[src/hdl/wdt_pkg.sv]
package wdt_pkg;

    // register word indices; byte address is four times the index
    localparam int              ADDR_W         = 27;
    localparam logic [26:0]     IDX_IRQ_STATUS = 27'h5ff_ffb0;
    localparam logic [26:0]     IDX_IRQ_MASK   = 27'h5ff_ffb1;
    localparam logic [26:0]     IDX_CTRL_STAT  = 27'h5ff_ffb8;
    localparam logic [26:0]     IDX_COUNT_RD   = 27'h5ff_ffb9;
    localparam logic [26:0]     IDX_RST_WR     = 27'h5ff_ffba;
    localparam logic [26:0]     IDX_RST_RD     = 27'h5ff_ffbb;

    // upper byte of a 16-bit write picks the target
    localparam logic [7:0]      KEY_CTRL       = 8'hc3;
    localparam logic [7:0]      KEY_COUNT      = 8'h3c;
    localparam logic [7:0]      KEY_RST        = 8'h96;
    localparam logic [1:0]      LANES_16       = 2'h3;

    // field positions of the control/status bytes
    localparam int              FLAG_BIT       = 7;
    localparam int              MODE_BIT       = 6;
    localparam int              RUN_BIT        = 5;
    localparam int              INTERNAL_RESET_ENABLE_BIT       = 6;
    localparam int              RESET_TYPE_SELECT_BIT       = 5;
    localparam logic [1:0]      CS_FIXED_ONES  = 2'h3;
    localparam logic [4:0]      RS_FIXED_ONES  = 5'h1f;

    // reset values and counter maximum
    localparam logic [2:0]      SEL_RST        = 3'h0;
    localparam logic [7:0]      COUNT_RST      = 8'h00;
    localparam logic [7:0]      COUNT_MAX      = 8'hff;
    localparam logic [1:0]      MASK_RST       = 2'h3;

    // interrupt status bits
    localparam int              IRQ_INTERVAL   = 0;
    localparam int              IRQ_WATCHDOG   = 1;

    // prescaler: divide by two to the power of the shift, per select code
    localparam int              PRESC_W        = 13;
    localparam int              PRESC_SHIFT [8] = '{1, 6, 7, 8, 9, 10, 12, 13};

    // bus handshake states
    typedef enum logic [0:0] {
        BUS_IDLE = 1'b0,
        BUS_ACK  = 1'b1
    } bus_state_t;

endpackage

[src/hdl/read_clear_flag.sv]
`timescale 1ns/1ps

module read_clear_flag (
    // clock and reset
    input  wire logic clk,
    input  wire logic reset,
    // events
    input  wire logic set_evt,
    input  wire logic read_set,
    input  wire logic write_zero,
    // state
    output logic      flag
);
    import wdt_pkg::*;

    logic armed_q;

    // a clear only counts once software has seen the flag set
    always_ff @(posedge clk)
    begin
        if (reset)
            armed_q <= 1'b0;
        else if (write_zero && armed_q)
            armed_q <= 1'b0;
        else if (read_set && flag)
            armed_q <= 1'b1;
    end

    // set beats a clear landing in the same cycle
    always_ff @(posedge clk)
    begin
        if (reset)
            flag <= 1'b0;
        else if (set_evt)
            flag <= 1'b1;
        else if (write_zero && armed_q)
            flag <= 1'b0;
    end

    a_clear_needs_read: assert property (
        @(posedge clk) disable iff (reset)
        $fell(flag) |-> $past(armed_q && write_zero)
    ) else $error("flag cleared without a prior read of it set");

endmodule

[src/hdl/tick_prescaler.sv]
`timescale 1ns/1ps

module tick_prescaler #(
    parameter int TOP_SHIFT = 13
) (
    // clock and reset
    input  wire logic       clk,
    input  wire logic       reset,
    // control
    input  wire logic       run,
    input  wire logic [2:0] sel,
    // one-cycle count tick
    output logic            tick
);
    import wdt_pkg::*;

    logic [PRESC_W-1:0] div_q;
    logic [2:0]         sel_prev_q;
    logic [7:0]         hit;
    logic               restart;

    // a new select restarts the divider so the first period is whole
    assign restart = !run || (sel != sel_prev_q);

    always_ff @(posedge clk)
    begin
        if (reset)
            sel_prev_q <= SEL_RST;
        else
            sel_prev_q <= sel;
    end

    always_ff @(posedge clk)
    begin
        if (reset || restart)
            div_q <= '0;
        else
            div_q <= div_q + PRESC_W'(1);
    end

    // each code fires when its low divider bits are all ones
    for (genvar i = 0; i < 8; i++)
    begin : g_hit
        localparam int SH = (i == 7) ? TOP_SHIFT : PRESC_SHIFT[i];
        assign hit[i] = &div_q[SH-1:0];
    end

    always_ff @(posedge clk)
    begin
        if (reset)
            tick <= 1'b0;
        else
            tick <= !restart && hit[sel];
    end

    // helper: cycles since the last tick, for the spacing check
    logic [PRESC_W:0] gap_q;
    logic             primed_q;

    always_ff @(posedge clk)
    begin
        if (reset || restart)
        begin
            gap_q    <= '0;
            primed_q <= 1'b0;
        end
        else if (tick)
        begin
            gap_q    <= '0;
            primed_q <= 1'b1;
        end
        else
            gap_q <= gap_q + (PRESC_W + 1)'(1);
    end

    a_tick_spacing: assert property (
        @(posedge clk) disable iff (reset)
        tick && primed_q && !restart
            |-> 32'(gap_q) == (1 << ((sel == 3'h7) ? TOP_SHIFT : PRESC_SHIFT[sel])) - 1
    ) else $error("tick spacing does not match the selected division");

endmodule

[src/hdl/watchdog_interval_timer.sv]
`timescale 1ns/1ps

// How it works
// interval-mode overflow sets the interval flag
// flag clears only after read-set then write-zero
// writing one to the flag does nothing
// interval-mode overflow raises the interval interrupt
// watchdog-mode overflow pulses the overflow pin
// run bit low holds counter at zero
// run bit high counts; overflow acts per mode
// select codes 0-3 divide by 2,64,128,256
// reset enable adds internal reset, same cycle
// control byte reads; writes need 16-bit format
// counter read above, written at lower address
// watchdog overflow sets its own read-clear flag
// reset type bit picks power-on or manual
// select codes 4-7 divide by 512,1024,4096,8192
// counter steps per tick; overflow on wrap
module watchdog_interval_timer #(
    parameter int TOP_SHIFT = 13
) (
    // clock and reset
    input  wire logic                       clk,
    input  wire logic                       reset,
    // avalon-mm slave
    input  wire logic [wdt_pkg::ADDR_W-1:0] address,
    input  wire logic                       read,
    input  wire logic                       write,
    input  wire logic [31:0]                writedata,
    input  wire logic [3:0]                 byteenable,
    output logic      [31:0]                readdata,
    output logic                            waitrequest,
    // interrupt
    output logic                            irq,
    // reset logic and pin
    output logic                            watchdog_overflow_output,
    output logic                            internal_reset_req,
    output logic                            reset_type
);
    import wdt_pkg::*;

    bus_state_t bus_q;
    logic       req;
    logic       accept;
    logic       rd_acc;
    logic       wr_acc;
    logic       wr16;
    logic [7:0] key;
    logic [7:0] wdat;
    logic       wr_ctrl;
    logic       wr_count;
    logic       wr_rst;
    logic       wr_istat;
    logic       wr_imask;
    logic       rd_ctrl;
    logic       rd_rst;
    logic [7:0] rd_mux;

    logic       mode_q;
    logic       run_q;
    logic [2:0] sel_q;
    logic       internal_reset_enable_q;
    logic       reset_type_select_q;
    logic [7:0] count_q;
    logic [1:0] istat_q;
    logic [1:0] mask_q;
    logic [1:0] istat_set;
    logic       tick;
    logic       overflow;
    logic       ovf_interval;
    logic       ovf_watch;
    logic       ival_flag;
    logic       watchdog_overflow_flag_flag;

    // a request is taken on the edge where waitrequest is already low
    assign req    = read || write;
    assign accept = req && (bus_q == BUS_ACK);
    assign rd_acc = read && accept;
    assign wr_acc = write && accept;
    assign key    = writedata[15:8];
    assign wdat   = writedata[7:0];

    // narrower writes to keyed registers fall through silently
    assign wr16     = wr_acc && (byteenable[1:0] == LANES_16);
    assign wr_ctrl  = wr16 && (address == IDX_CTRL_STAT) && (key == KEY_CTRL);
    assign wr_count = wr16 && (address == IDX_CTRL_STAT) && (key == KEY_COUNT);
    assign wr_rst   = wr16 && (address == IDX_RST_WR) && (key == KEY_RST);
    assign wr_istat = wr_acc && (address == IDX_IRQ_STATUS) && byteenable[0];
    assign wr_imask = wr_acc && (address == IDX_IRQ_MASK) && byteenable[0];
    assign rd_ctrl  = rd_acc && (address == IDX_CTRL_STAT);
    assign rd_rst   = rd_acc && (address == IDX_RST_RD);

    // one wait cycle on every access keeps read data a flop output
    always_ff @(posedge clk)
    begin
        if (reset)
        begin
            bus_q       <= BUS_IDLE;
            waitrequest <= 1'b1;
        end
        else
        begin
            case (bus_q)
                BUS_IDLE:
                begin
                    if (req)
                    begin
                        bus_q       <= BUS_ACK;
                        waitrequest <= 1'b0;
                    end
                end
                BUS_ACK:
                begin
                    bus_q       <= BUS_IDLE;
                    waitrequest <= 1'b1;
                end
                default:
                begin
                    bus_q       <= BUS_IDLE;
                    waitrequest <= 1'b1;
                end
            endcase
        end
    end

    // read mux; byte reads of any register, unmapped reads give zero
    always_comb
    begin
        rd_mux = 8'h00;
        case (address)
            IDX_CTRL_STAT:  rd_mux = {ival_flag, mode_q, run_q, CS_FIXED_ONES, sel_q};
            IDX_COUNT_RD:   rd_mux = count_q;
            IDX_RST_RD:     rd_mux = {watchdog_overflow_flag_flag, internal_reset_enable_q, reset_type_select_q, RS_FIXED_ONES};
            IDX_IRQ_STATUS: rd_mux = {6'h00, istat_q};
            IDX_IRQ_MASK:   rd_mux = {6'h00, mask_q};
            default:        rd_mux = 8'h00;
        endcase
    end

    always_ff @(posedge clk)
    begin
        if (reset)
            readdata <= 32'h0000_0000;
        else if (bus_q == BUS_IDLE && read)
            readdata <= {24'h00_0000, rd_mux};
    end

    // control fields; the flag bit of the write only matters as a clear
    always_ff @(posedge clk)
    begin
        if (reset)
        begin
            mode_q <= 1'b0;
            run_q  <= 1'b0;
            sel_q  <= SEL_RST;
        end
        else if (wr_ctrl)
        begin
            mode_q <= wdat[MODE_BIT];
            run_q  <= wdat[RUN_BIT];
            sel_q  <= wdat[2:0];
        end
    end

    always_ff @(posedge clk)
    begin
        if (reset)
        begin
            internal_reset_enable_q <= 1'b0;
            reset_type_select_q <= 1'b0;
        end
        else if (wr_rst)
        begin
            internal_reset_enable_q <= wdat[INTERNAL_RESET_ENABLE_BIT];
            reset_type_select_q <= wdat[RESET_TYPE_SELECT_BIT];
        end
    end

    tick_prescaler #(
        .TOP_SHIFT (TOP_SHIFT)
    ) u_presc (
        .clk   (clk),
        .reset (reset),
        .run   (run_q),
        .sel   (sel_q),
        .tick  (tick)
    );

    // counter: a software write wins over a tick in the same cycle
    always_ff @(posedge clk)
    begin
        if (reset || !run_q)
            count_q <= COUNT_RST;
        else if (wr_count)
            count_q <= wdat;
        else if (tick)
            count_q <= count_q + 8'h01;
    end

    assign overflow     = run_q && tick && !wr_count && (count_q == COUNT_MAX);
    assign ovf_interval = overflow && !mode_q;
    assign ovf_watch    = overflow && mode_q;

    // the flags read back the value seen at the decode edge
    read_clear_flag u_ival_flag (
        .clk        (clk),
        .reset      (reset),
        .set_evt    (ovf_interval),
        .read_set   (rd_ctrl && readdata[FLAG_BIT]),
        .write_zero (wr_ctrl && !wdat[FLAG_BIT]),
        .flag       (ival_flag)
    );

    read_clear_flag u_watchdog_overflow_flag_flag (
        .clk        (clk),
        .reset      (reset),
        .set_evt    (ovf_watch),
        .read_set   (rd_rst && readdata[FLAG_BIT]),
        .write_zero (wr_rst && !wdat[FLAG_BIT]),
        .flag       (watchdog_overflow_flag_flag)
    );

    // pin and internal reset leave together, one cycle each
    always_ff @(posedge clk)
    begin
        if (reset)
        begin
            watchdog_overflow_output <= 1'b0;
            internal_reset_req       <= 1'b0;
            reset_type               <= 1'b0;
        end
        else
        begin
            watchdog_overflow_output <= ovf_watch;
            internal_reset_req       <= ovf_watch && internal_reset_enable_q;
            reset_type               <= reset_type_select_q;
        end
    end

    // sticky interrupt status, write one to clear; the set wins
    assign istat_set[IRQ_INTERVAL] = ovf_interval;
    assign istat_set[IRQ_WATCHDOG] = ovf_watch;

    always_ff @(posedge clk)
    begin
        if (reset)
            istat_q <= 2'h0;
        else if (wr_istat)
            istat_q <= (istat_q & ~writedata[1:0]) | istat_set;
        else
            istat_q <= istat_q | istat_set;
    end

    always_ff @(posedge clk)
    begin
        if (reset)
            mask_q <= MASK_RST;
        else if (wr_imask)
            mask_q <= writedata[1:0];
    end

    // mask resets open so interval overflow interrupts out of reset
    always_ff @(posedge clk)
    begin
        if (reset)
            irq <= 1'b0;
        else
            irq <= |(istat_q & mask_q);
    end

    a_interval_flag_set: assert property (
        @(posedge clk) disable iff (reset)
        ovf_interval |=> ival_flag
    ) else $error("interval overflow did not set the flag");

    a_flag_write_one: assert property (
        @(posedge clk) disable iff (reset)
        wr_ctrl && wdat[FLAG_BIT] && !ival_flag && !ovf_interval |=> !ival_flag
    ) else $error("writing one set the interval flag");

    a_interval_irq_path: assert property (
        @(posedge clk) disable iff (reset)
        ovf_interval && mask_q[IRQ_INTERVAL] && !wr_imask |=> ##1 irq
    ) else $error("interval overflow did not raise the interrupt");

    a_pin_from_mode: assert property (
        @(posedge clk) disable iff (reset)
        watchdog_overflow_output |-> $past(mode_q && overflow)
    ) else $error("overflow pin pulsed outside watchdog mode");

    a_counter_held: assert property (
        @(posedge clk) disable iff (reset)
        !run_q |=> count_q == COUNT_RST
    ) else $error("counter moved while stopped");

    a_counter_steps: assert property (
        @(posedge clk) disable iff (reset)
        run_q && tick && !wr_count ##1 run_q |-> count_q == $past(count_q) + 8'h01
    ) else $error("counter did not step on a tick");

    a_fast_tick_rate: assert property (
        @(posedge clk) disable iff (reset)
        (run_q && sel_q == 3'h0 && $past(sel_q) == 3'h0 && tick)
            ##1 (run_q && sel_q == 3'h0 && !wr_ctrl) |=> tick
    ) else $error("divide-by-two tick missing");

    a_reset_with_pin: assert property (
        @(posedge clk) disable iff (reset)
        ovf_watch && internal_reset_enable_q |=> internal_reset_req && watchdog_overflow_output
    ) else $error("internal reset not with the overflow pin");

    a_narrow_write_ignored: assert property (
        @(posedge clk) disable iff (reset)
        wr_acc && address == IDX_CTRL_STAT && byteenable[1:0] != LANES_16
            |=> $stable(mode_q) && $stable(sel_q)
    ) else $error("narrow write changed the control register");

    a_count_written: assert property (
        @(posedge clk) disable iff (reset)
        wr_count && run_q |=> count_q == $past(wdat)
    ) else $error("counter write not applied");

    a_watchdog_flag_set: assert property (
        @(posedge clk) disable iff (reset)
        ovf_watch |=> watchdog_overflow_flag_flag
    ) else $error("watchdog overflow did not set its flag");

    a_reset_type_held: assert property (
        @(posedge clk) disable iff (reset)
        wr_rst |=> ##1 reset_type == $past(wdat[RESET_TYPE_SELECT_BIT], 2)
    ) else $error("reset type does not follow its select bit");

endmodule

[config.mk]
export PLATFORM = sky130hd
export DESIGN_NAME = watchdog_interval_timer
export DESIGN_NICKNAME = d
export VERILOG_FILES = /design/src/hdl/wdt_pkg.sv /design/src/hdl/read_clear_flag.sv /design/src/hdl/tick_prescaler.sv /design/src/hdl/watchdog_interval_timer.sv
export SDC_FILE = /design/constraint.sdc
export NUM_CORES = 1
export LEC_CHECK = 0
export BUFFER_PORTS_ARGS = -buffer_cell sky130_fd_sc_hd__buf_2
export CAP_MARGIN = 30
export CELL_PAD_IN_SITES_DETAIL_PLACEMENT = 1
export CELL_PAD_IN_SITES_GLOBAL_PLACEMENT = 1
export CORE_MARGIN = 5
export CORE_UTILIZATION = 35
export CTS_CLUSTER_DIAMETER = 50
export DETAILED_ROUTE_END_ITERATION = 8
export PLACE_DENSITY_LB_ADDON = 0.1
export REMOVE_ABC_BUFFERS = 1
export SYNTH_ARGS = -nofsm -noshare
export SYNTH_HDL_FRONTEND = slang
export SYNTH_SLANG_ARGS = --single-unit
[constraint.sdc]
create_clock -name clk -period 1.9 [get_ports clk]
set_input_delay 0.19 -clock clk [delete_from_list [all_inputs] [get_ports clk]]
set_output_delay 0.19 -clock clk [all_outputs]
set_load 0.02 [all_outputs]
==> results.md, run 1 <==
- Number of nets at the end of the flow: 460
- Mapped Cells: 317
- YS warnings: 0
- Drc violations: 0
- Fraction of the mapped netlist area in simple logic gates: a little over a quarter
- Multi-input gate area in the final layout: 1440 µm²
- Final setup violation count: 0
- # placed instances: 485
- Critical path launch point type: flop
- Global-route total usage across every layer: between 10% and 20%
- Clock Sink Count: 54
- Number of max-slew violations in the final report: 0
- Post-DRT Antenna Nets: 0
- Number of antenna violations at the first check in global routing: 0
- Pin count of the biggest net entering global routing: 18
- Number of max-capacitance violations reported: 0
- Total routed wirelength: about 7300 µm
- Number of H-tree levels: 2
- Post-Synth Adder-Cell Area: 1.39%
- Final-layout setup total negative slack: 0 ns
- Max rail drop VDD: around 0.00030 V
- Syn Area/Cell: between 8 and 9 µm²
- Fraction of synthesis flops using an asynchronous set or reset pin: 0%
- Worst r2r src: u_presc.div_q[1]
- Min-Delay Path Class: in2reg
- Run status: completed
- Yosys top cell area share: approximately 40%
- Cell type with the largest total area after synthesis: sky130_fd_sc_hd__dfxtp_1
- Clock root cell: sky130_fd_sc_hd__clkbuf_8
- Grt total ovfl: 0
- Final critical-path share of the clock period: 93.9%
- Clk Latency, worst-skew pair: 0.31 ns
- Leak: 1.29 nW
- Number of global-route vias before repair: 2487
- Synth cell types: between 40 and 50
- Clock tree from TritonCTS: yes
- FF-to-FF End: u_presc.tick
- Initial standard-cell utilization of the core: about 35%
- Via density: 4.85
- Number of CTS-inserted buffers: 5
- Post-Route Skew: about 0.0097 ns
- Die Height: 97.7 µm
- Clock transition at the register clock pins on the worst setup and hold paths after CTS: 0.10 ns
- Final Non-Filler Cells: approximately 490
- Ratio of cells with drive above 1 in the final layout: a little under a quarter
- Final setup slack of the worst path: about 0.12 ns
- First-pass GRT wire length: between 10000 and 15000 µm
- Xor and xnor fraction of the mapped netlist area: under 10%
- Fraction of the mapped netlist area in compound gates: approximately 13%
- Die X-Extent: just under 100 µm
- Dominant combinational cell family by area after synthesis: simple AND/OR/NAND/NOR gates
- Reg-to-reg slack, setup: between 0.1 and 0.15 ns
- Die area: 9550 µm²
- CTS hold repair buffers: 0
- Area taken by flip-flops and latches: 1080 µm²
- Number of detailed-route iterations in the first pass: 4
- CP bufs+invs: 0
- Wire length per cell after detailed routing: between 10 and 15 µm
- Total number of vias: about 2400
- Std cell rows: 32
- Largest driver fanout on the critical path: 3
- Critical path start-end classification: reg2reg
- Cells on worst reg2reg path: 7
- Synth-to-Final Area Change: 19.0%
- Endpoint kind of the worst setup timing path: flop
- Crit path time final: 1.78 ns
- Final hold viol count: 0
- Sequential element share of the synthesized area: 40.1%
- Largest cells by area after synthesis: sky130_fd_sc_hd__dfxtp_1, sky130_fd_sc_hd__buf_4, sky130_fd_sc_hd__nor2_1, sky130_fd_sc_hd__nand2_1, sky130_fd_sc_hd__xnor2_1
- Iter 0 DRT Violations: a little under 60
- Slowest cell on crit path: sky130_fd_sc_hd__a221oi_1
- WHS Endpoint: internal_reset_enable_q
- Input/output buffers: around 60
- Synth Flop Type: sky130_fd_sc_hd__dfxtp_1
- CTS-repair resized insts: 0
- Worst hold path startpoint: writedata[6]
- Buffer count from post-CTS setup fixing: 0
- Fmax: roughly 560 MHz
- Count of pins on the block boundary: roughly 100
- Bufs on Longest Clock Path: 2
- Proportion of synthesized area in mux cells: under 10%
- Final core occ: ~42%
- Post-detailed-placement half-perimeter wirelength: about 5900 µm
- Worst slack at placement: roughly 0.13 ns
- Count of flip-flops with a built-in enable after synthesis: 0
- Cell Chain, Critical Path: ha_1, nand2_1, or2_2, nor2_1, ha_1, a22oi_1, a221oi_1
- Kind of cell adding the most delay to the critical path: simple AND/OR/NAND/NOR gates
- Largest stage delay on the critical path: 0.38 ns
- Gp weighted congestion: 0.798
- Final Hold Slack: ~0.14 ns
- Signal arrival time at the worst endpoint: around 2.0 ns
- Synthesized cell area: between 2000 and 3000 µm²
- Flip-flop and latch count after synthesis: 54
- CP Data Required Time: 2.08 ns
- Count of inserted antenna diode cells: 0
- Hold Path Depth: 3
- Most used cell along the critical path: sky130_fd_sc_hd__ha_1
- Filler instances: between 900 and 1000
- Setup repair after global routing missed its margin: no
- Core Box Area: around 7600 µm²
- PwrDens: about 620 nW/µm²
==> how the worst max path moves through the flow <==
stage	from	endpoint	slack [ns]	cells after the start
floorplan	address[25]	u_watchdog_overflow_flag_flag.flag	0.09	5
global placement	u_presc.div_q[1]	u_presc.tick	0.13	7
detailed placement	address[25]	readdata[5]	0.13	6
CTS	u_presc.div_q[1]	u_presc.tick	0.09	7
global route	u_presc.div_q[1]	u_presc.tick	0.006	7
finish	u_presc.div_q[1]	u_presc.tick	0.12	7
==> power by group <==
part	internal (mW)	switching (mW)
Sequential	1.14	0.00210
Combinational	0.0680	0.119
Clock	0.294	0.382
Total	1.50	0.503
==> through the flow <==
step | area (µm²) | power [mW]
finish | 3200 | 2.00
global route | 3200 | 2.09
CTS | 3200 | 2.03
detailed placement | 3110 | 1.35
global placement | 3110 | 1.35
floorplan | 2560 | 1.25
==> cell usage after synthesis (2+ instances only) <==
library cell                 n
sky130_fd_sc_hd__or2_2       2
sky130_fd_sc_hd__o21a_1      2
sky130_fd_sc_hd__nor2_1     41
sky130_fd_sc_hd__nand4bb_1   3
sky130_fd_sc_hd__buf_4      24
sky130_fd_sc_hd__dfxtp_1    54
sky130_fd_sc_hd__inv_1      11
sky130_fd_sc_hd__xnor2_1    11
sky130_fd_sc_hd__nor3_1      7
sky130_fd_sc_hd__nand2_1    26
sky130_fd_sc_hd__nand4_1    12
sky130_fd_sc_hd__clkbuf_1    8
sky130_fd_sc_hd__ha_1        3
sky130_fd_sc_hd__nor3b_1     3
sky130_fd_sc_hd__a21oi_1     7
sky130_fd_sc_hd__o21ai_0    14
sky130_fd_sc_hd__xor2_1      8
sky130_fd_sc_hd__mux2_2      2
sky130_fd_sc_hd__nor4_1      4
sky130_fd_sc_hd__a22oi_1     5
sky130_fd_sc_hd__a211o_1     2
sky130_fd_sc_hd__and3_1      2
sky130_fd_sc_hd__a22o_1      2
sky130_fd_sc_hd__mux2i_1     5
sky130_fd_sc_hd__nand3b_1    2
sky130_fd_sc_hd__o211ai_1    3
sky130_fd_sc_hd__nand4b_1    2
sky130_fd_sc_hd__a211oi_1    8
sky130_fd_sc_hd__o21ai_1     6
sky130_fd_sc_hd__nor2b_1     4
sky130_fd_sc_hd__nand3_1    11
sky130_fd_sc_hd__nand2b_1    7
==> placed cells by master, fill, tap and decap left out, types with 2 or more instances in the layout <==
cell / n
sky130_fd_sc_hd__a21oi_1: 7
sky130_fd_sc_hd__o21a_1: 2
sky130_fd_sc_hd__dfxtp_1: 54
sky130_fd_sc_hd__nor3b_1: 3
sky130_fd_sc_hd__buf_2: 61
sky130_fd_sc_hd__xnor2_1: 11
sky130_fd_sc_hd__a22oi_1: 5
sky130_fd_sc_hd__conb_1: 24
sky130_fd_sc_hd__a211oi_1: 8
sky130_fd_sc_hd__nand4bb_1: 3
sky130_fd_sc_hd__nand4_1: 12
sky130_fd_sc_hd__nor4_1: 4
sky130_fd_sc_hd__clkbuf_8: 6
sky130_fd_sc_hd__or2_2: 2
sky130_fd_sc_hd__nor2_1: 41
sky130_fd_sc_hd__nand4b_1: 2
sky130_fd_sc_hd__ha_1: 3
sky130_fd_sc_hd__a22o_1: 2
sky130_fd_sc_hd__nor2b_1: 4
sky130_fd_sc_hd__nor3_1: 7
sky130_fd_sc_hd__mux2_2: 2
sky130_fd_sc_hd__and3_1: 2
sky130_fd_sc_hd__o211ai_1: 3
sky130_fd_sc_hd__xor2_1: 8
sky130_fd_sc_hd__nand2_1: 26
sky130_fd_sc_hd__buf_4: 15
sky130_fd_sc_hd__o21ai_1: 6
sky130_fd_sc_hd__nand3b_1: 2
sky130_fd_sc_hd__inv_1: 11
sky130_fd_sc_hd__nand3_1: 11
sky130_fd_sc_hd__nand2b_1: 7
sky130_fd_sc_hd__mux2i_1: 5
sky130_fd_sc_hd__o21ai_0: 14
sky130_fd_sc_hd__a211o_1: 2
==> cell families (layout without fill, tap and decap cells) <==
| logic type | Yosys count | count (layout) |
|---|---|---|
| xor gates and xnor gates | 19 | 19 |
| AOI/OAI and AO/OA | 54 | 54 |
| and+or+nand+nor | 135 | 135 |
| adders and majority gates | 3 | 3 |
| buffers and inverters | 44 | 95 |
| muxes | 7 | 7 |
| DFF | 54 | 54 |
| other | 1 | 24 |
==> layer usage <==
metal | vias to the layer above | GRT usage [%] | share of wire (%)
met1 | 1139 | 19.4 | 45
met4 | 0 | 3.94 | 0.67
li1 | 1210 | - | -
met5 | - | 0 | 0
met2 | 37 | 27.4 | 51
met3 | 6 | 2.66 | 3.2
==> sequential cells by signal, summed over array words and instances, names as in the netlist <==
signal	cells
bus_q	1
u_watchdog_overflow_flag_flag.armed_q	1
internal_reset_req	1
internal_reset_enable_q	1
u_presc.tick	1
reset_type_select_q	1
irq	1
u_ival_flag.armed_q	1
u_presc.sel_prev_q	3
waitrequest	1
u_presc.div_q	13
istat_q	2
sel_q	3
u_ival_flag.flag	1
mode_q	1
watchdog_overflow_output	1
u_watchdog_overflow_flag_flag.flag	1
count_q	8
mask_q	2
run_q	1
readdata	8
reset_type	1
==> area by class of cell <==
type	instances	area share, %
multi-input cells	242	45.0
inverters	11	1.29
repair buffers	76	13.0
flip-flops and latches	54	33.7
clock buffers	6	2.58
clock inverters	2	0.390
well taps	102	3.98
==> worst reg2reg max path, stage by stage (launching register included) <==
cell and delay [ns]:
sky130_fd_sc_hd__dfxtp_1 0.37, sky130_fd_sc_hd__ha_1 0.18, sky130_fd_sc_hd__nand2_1 0.07, sky130_fd_sc_hd__or2_2 0.31, sky130_fd_sc_hd__nor2_1 0.12, sky130_fd_sc_hd__ha_1 0.15, sky130_fd_sc_hd__a22oi_1 0.08, sky130_fd_sc_hd__a221oi_1 0.38
Note: power is estimated with default switching activity, not from simulation.
==> run 2, diff against run 1 <==
--- a/config.mk
+++ b/config.mk
@@ -10,7 +10,7 @@
 export CELL_PAD_IN_SITES_DETAIL_PLACEMENT = 1
 export CELL_PAD_IN_SITES_GLOBAL_PLACEMENT = 1
 export CORE_MARGIN = 5
-export CORE_UTILIZATION = 35
+export CORE_UTILIZATION = 32
 export CTS_CLUSTER_DIAMETER = 50
 export DETAILED_ROUTE_END_ITERATION = 8
 export PLACE_DENSITY_LB_ADDON = 0.1
==> constraint.sdc (replaced) <==
create_clock -name clk -period 1.5 [get_ports clk]
set_input_delay 0.15 -clock clk [delete_from_list [all_inputs] [get_ports clk]]
set_output_delay 0.15 -clock clk [all_outputs]
set_load 0.02 [all_outputs]
==> run 2 against run 1 <==
Compared with the run above:
- the flow now finishes with violations (negative setup slack)
- non-clock buffer count grew 30
- sequential share of layout area decreased by 3.7 points
- via count is 5.9% higher
- global-route usage is 0.069 points lower
- total power is 26% higher
- setup slack lost 0.18 ns
- core utilization grew 1.8 points
- final cell count grew 6.5%
- largest cell class unchanged
==> results.md, run 2 (synthesized netlist as in run 1, its figures left out) <==
- Iter 0 DRT Violations: 53 (was 59)
- Clock transition at the register clock pins on the worst setup and hold paths after CTS: 0.11 ns (was 0.10 ns)
- Leak: 1.44 nW (was 1.29 nW)
- Post-Route Skew: 0.0103 ns (was 0.00969 ns)
- Highest-count cells in the layout ignoring fill and taps: sky130_fd_sc_hd__buf_2, sky130_fd_sc_hd__dfxtp_1, sky130_fd_sc_hd__buf_4 (was sky130_fd_sc_hd__buf_2, sky130_fd_sc_hd__dfxtp_1, sky130_fd_sc_hd__nor2_1)
- Cells on worst reg2reg path: 7 (unchanged)
- Count of pins on the block boundary: 104 (unchanged)
- Core Box Area: 8220 µm² (was 7610 µm²)
- Clock root cell: sky130_fd_sc_hd__clkbuf_8 (unchanged)
- Worst r2r src: bus_q (was u_presc.div_q[1])
- Wire length per cell after detailed routing: 15.2 µm (was 14.9 µm)
- First-pass GRT wire length: 12500 µm (was 12100 µm)
- Clock tree from TritonCTS: yes (unchanged)
- Drc violations: 0 (unchanged)
- Flip-flop count of the largest register, all copies and words added: 13 (unchanged)
- Run status: finished, violations left (was completed)
- PwrDens: 698 nW/µm² (was 624 nW/µm²)
- Grt total ovfl: 0 (unchanged)
- Final core occ: 43.9% (was 42.1%)
- Number of antenna violations at the first check in global routing: 0 (unchanged)
- Gp weighted congestion: 0.757 (was 0.798)
- Number of detailed-route iterations in the first pass: 4 (unchanged)
- Signal arrival time at the worst endpoint: 1.75 ns (was 1.97 ns)
- Post-DRT Antenna Nets: 0 (unchanged)
- Total number of vias: 2534 (was 2392)
- Number of CTS-inserted buffers: 5 (unchanged)
- CTS hold repair buffers: 0 (unchanged)
- Filler instances: 1006 (was 959)
- Setup repair after global routing missed its margin: yes (was no)
- Pin slew with the least headroom to its limit: approximately 0.66 ns
- Critical path start-end classification: reg2reg (unchanged)
- Pin count of the biggest net entering global routing: 17 (was 18)
- Input/output buffers: 61 (unchanged)
- Max_slew headroom: between 50% and 60%
- Std cell rows: 33 (was 32)
- Endpoint kind of the worst setup timing path: flop (unchanged)
- # placed instances: 513 (was 485)
- Fmax: 639 MHz (was 560 MHz)
- Clk Latency, worst-skew pair: 0.31 ns (about the same)
- Number of nets at the end of the flow: 490 (was 460)
- Die Height: 102 µm (was 97.7 µm)
- Number of global-route vias before repair: 2652 (was 2487)
- Final hold viol count: 0 (unchanged)
- Final setup violation count: 14 (was 0)
- Multi-input gate area in the final layout: 1590 µm² (was 1440 µm²)
- Final setup slack of the worst path: -0.0640 ns (was 0.115 ns)
- Die area: 10300 µm² (was 9550 µm²)
- Global-route total usage across every layer: 15.4% (about the same)
- Largest driver fanout on the critical path: 8 (was 3)
- Initial standard-cell utilization of the core: 32.8% (was 35.4%)
- Count of inserted antenna diode cells: 0 (unchanged)
- Via density: 4.83 (was 4.85)
- Final critical-path share of the clock period: 104% (was 93.9%)
- Register with the most flip-flops: u_presc.div_q (unchanged)
- Reg-to-reg slack, setup: -0.06 ns (was 0.12 ns)
- Min-Delay Path Class: in2reg (unchanged)
- Number of H-tree levels: 2 (unchanged)
- Hold Path Depth: 3 (unchanged)
- Synth-to-Final Area Change: 34.1% (was 19.0%)
- Cell Area, Placed: 3310 µm² (was 3110 µm²)
- Die X-Extent: 102 µm (was 97.7 µm)
- Violated checks: negative setup slack
- Clock Sink Count: 54 (unchanged)
- CP endpoint: count_q[1] (was u_presc.tick)
- CP Data Required Time: 1.68 ns (was 2.08 ns)
- Total routed wirelength: 7990 µm (was 7340 µm)
- Post-detailed-placement half-perimeter wirelength: 6160 µm (was 5860 µm)
- Number of max-slew violations in the final report: 0 (unchanged)
- Number of max-capacitance violations reported: 0 (unchanged)
- Crit path time final: 1.56 ns (was 1.78 ns)
- Critical path launch point type: flop (unchanged)
- Max rail drop VDD: 0.000382 V (was 0.000299 V)
- Bufs on Longest Clock Path: 2 (unchanged)
- Ratio of cells with drive above 1 in the final layout: 37.1% (was 23.5%)
- Final cell area excluding filler cells: 3610 µm² (was 3200 µm²)
- Final Non-Filler Cells: 525 (was 493)
- FF-to-FF End: count_q[1] (was u_presc.tick)
- Most frequent standard cell in the layout excluding fill and tap cells: sky130_fd_sc_hd__buf_2 (unchanged)
- Worst setup path startpoint: bus_q (was u_presc.div_q[1])
- Largest registers: u_presc.div_q: 13 flops, count_q: 8 flops, readdata: 8 flops (unchanged)
- Area taken by flip-flops and latches: 1080 µm² (about the same)
## run 2: per-stage QoR
| step | power [mW] | worst slack (ns) | hold WS, ns | TNS, ns |
|---|---|---|---|---|
| CTS | 2.54 | -0.114 | 0.0978 | -0.115 |
| floorplan | 1.58 | -0.267 | 0.222 | -3.34 |
| finish | 2.52 | -0.0640 | 0.105 | -0.656 |
| global placement | 1.72 | -0.199 | 0.423 | -3.44 |
| detailed placement | 1.73 | -0.216 | 0.435 | -4.12 |
| global route | 2.64 | -0.172 | 0.105 | -2.49 |
## run 2: how the worst min path moves through the flow
stage	start	to	slack, ns
floorplan	reset	internal_reset_enable_q	0.22
finish	writedata[2]	sel_q[2]	0.11
global route	read	bus_q	0.11
global placement	writedata[6]	internal_reset_enable_q	0.42
detailed placement	read	bus_q	0.44
CTS	writedata[2]	sel_q[2]	0.1
## run 2: power by group
| group | internal (mW) | switching (mW) |
|---|---|---|
| clock network | 0.321 | 0.498 |
| logic | 0.0996 | 0.162 |
| registers | 1.44 | 0.00263 |
## run 2: critical path, cell delays in order (launching register included)
cell	delay [ns]
sky130_fd_sc_hd__dfxtp_2	0.34
sky130_fd_sc_hd__nand4_1	0.19
sky130_fd_sc_hd__nor4_2	0.29
sky130_fd_sc_hd__nand4_1	0.16
sky130_fd_sc_hd__buf_6	0.17
sky130_fd_sc_hd__buf_6	0.15
sky130_fd_sc_hd__nor2_2	0.10
sky130_fd_sc_hd__a211oi_2	0.05
## run 2: area by class of cell
| class | count | share of cell area [%] |
|---|---|---|
| Inverter | 11 | 1.14 |
| Tap cell | 105 | 3.64 |
| Multi-Input combinational cell | 242 | 44.1 |
| Clock buffer | 5 | 1.91 |
| Timing Repair Buffer | 106 | 18.8 |
| Clock inverter | 2 | 0.416 |
| Sequential cell | 54 | 30.0 |
## run 2: per-layer routing
metal / track usage, % / vias to the layer above / wire length [µm]
met5: 0 / - / 0
met4: 3.37 / 0 / 80
met3: 2.55 / 9 / 263
met2: 27.5 / 49 / 4020
met1: 19.3 / 1211 / 3630
li1: - / 1265 / -
## run 2: timing repair
item,4_1_cts,5_1_grt
buffers inserted,1,2
gates cloned,2,0
resized for setup,7,43
pin swaps,5,16
endpoints found under the setup margin,15,34
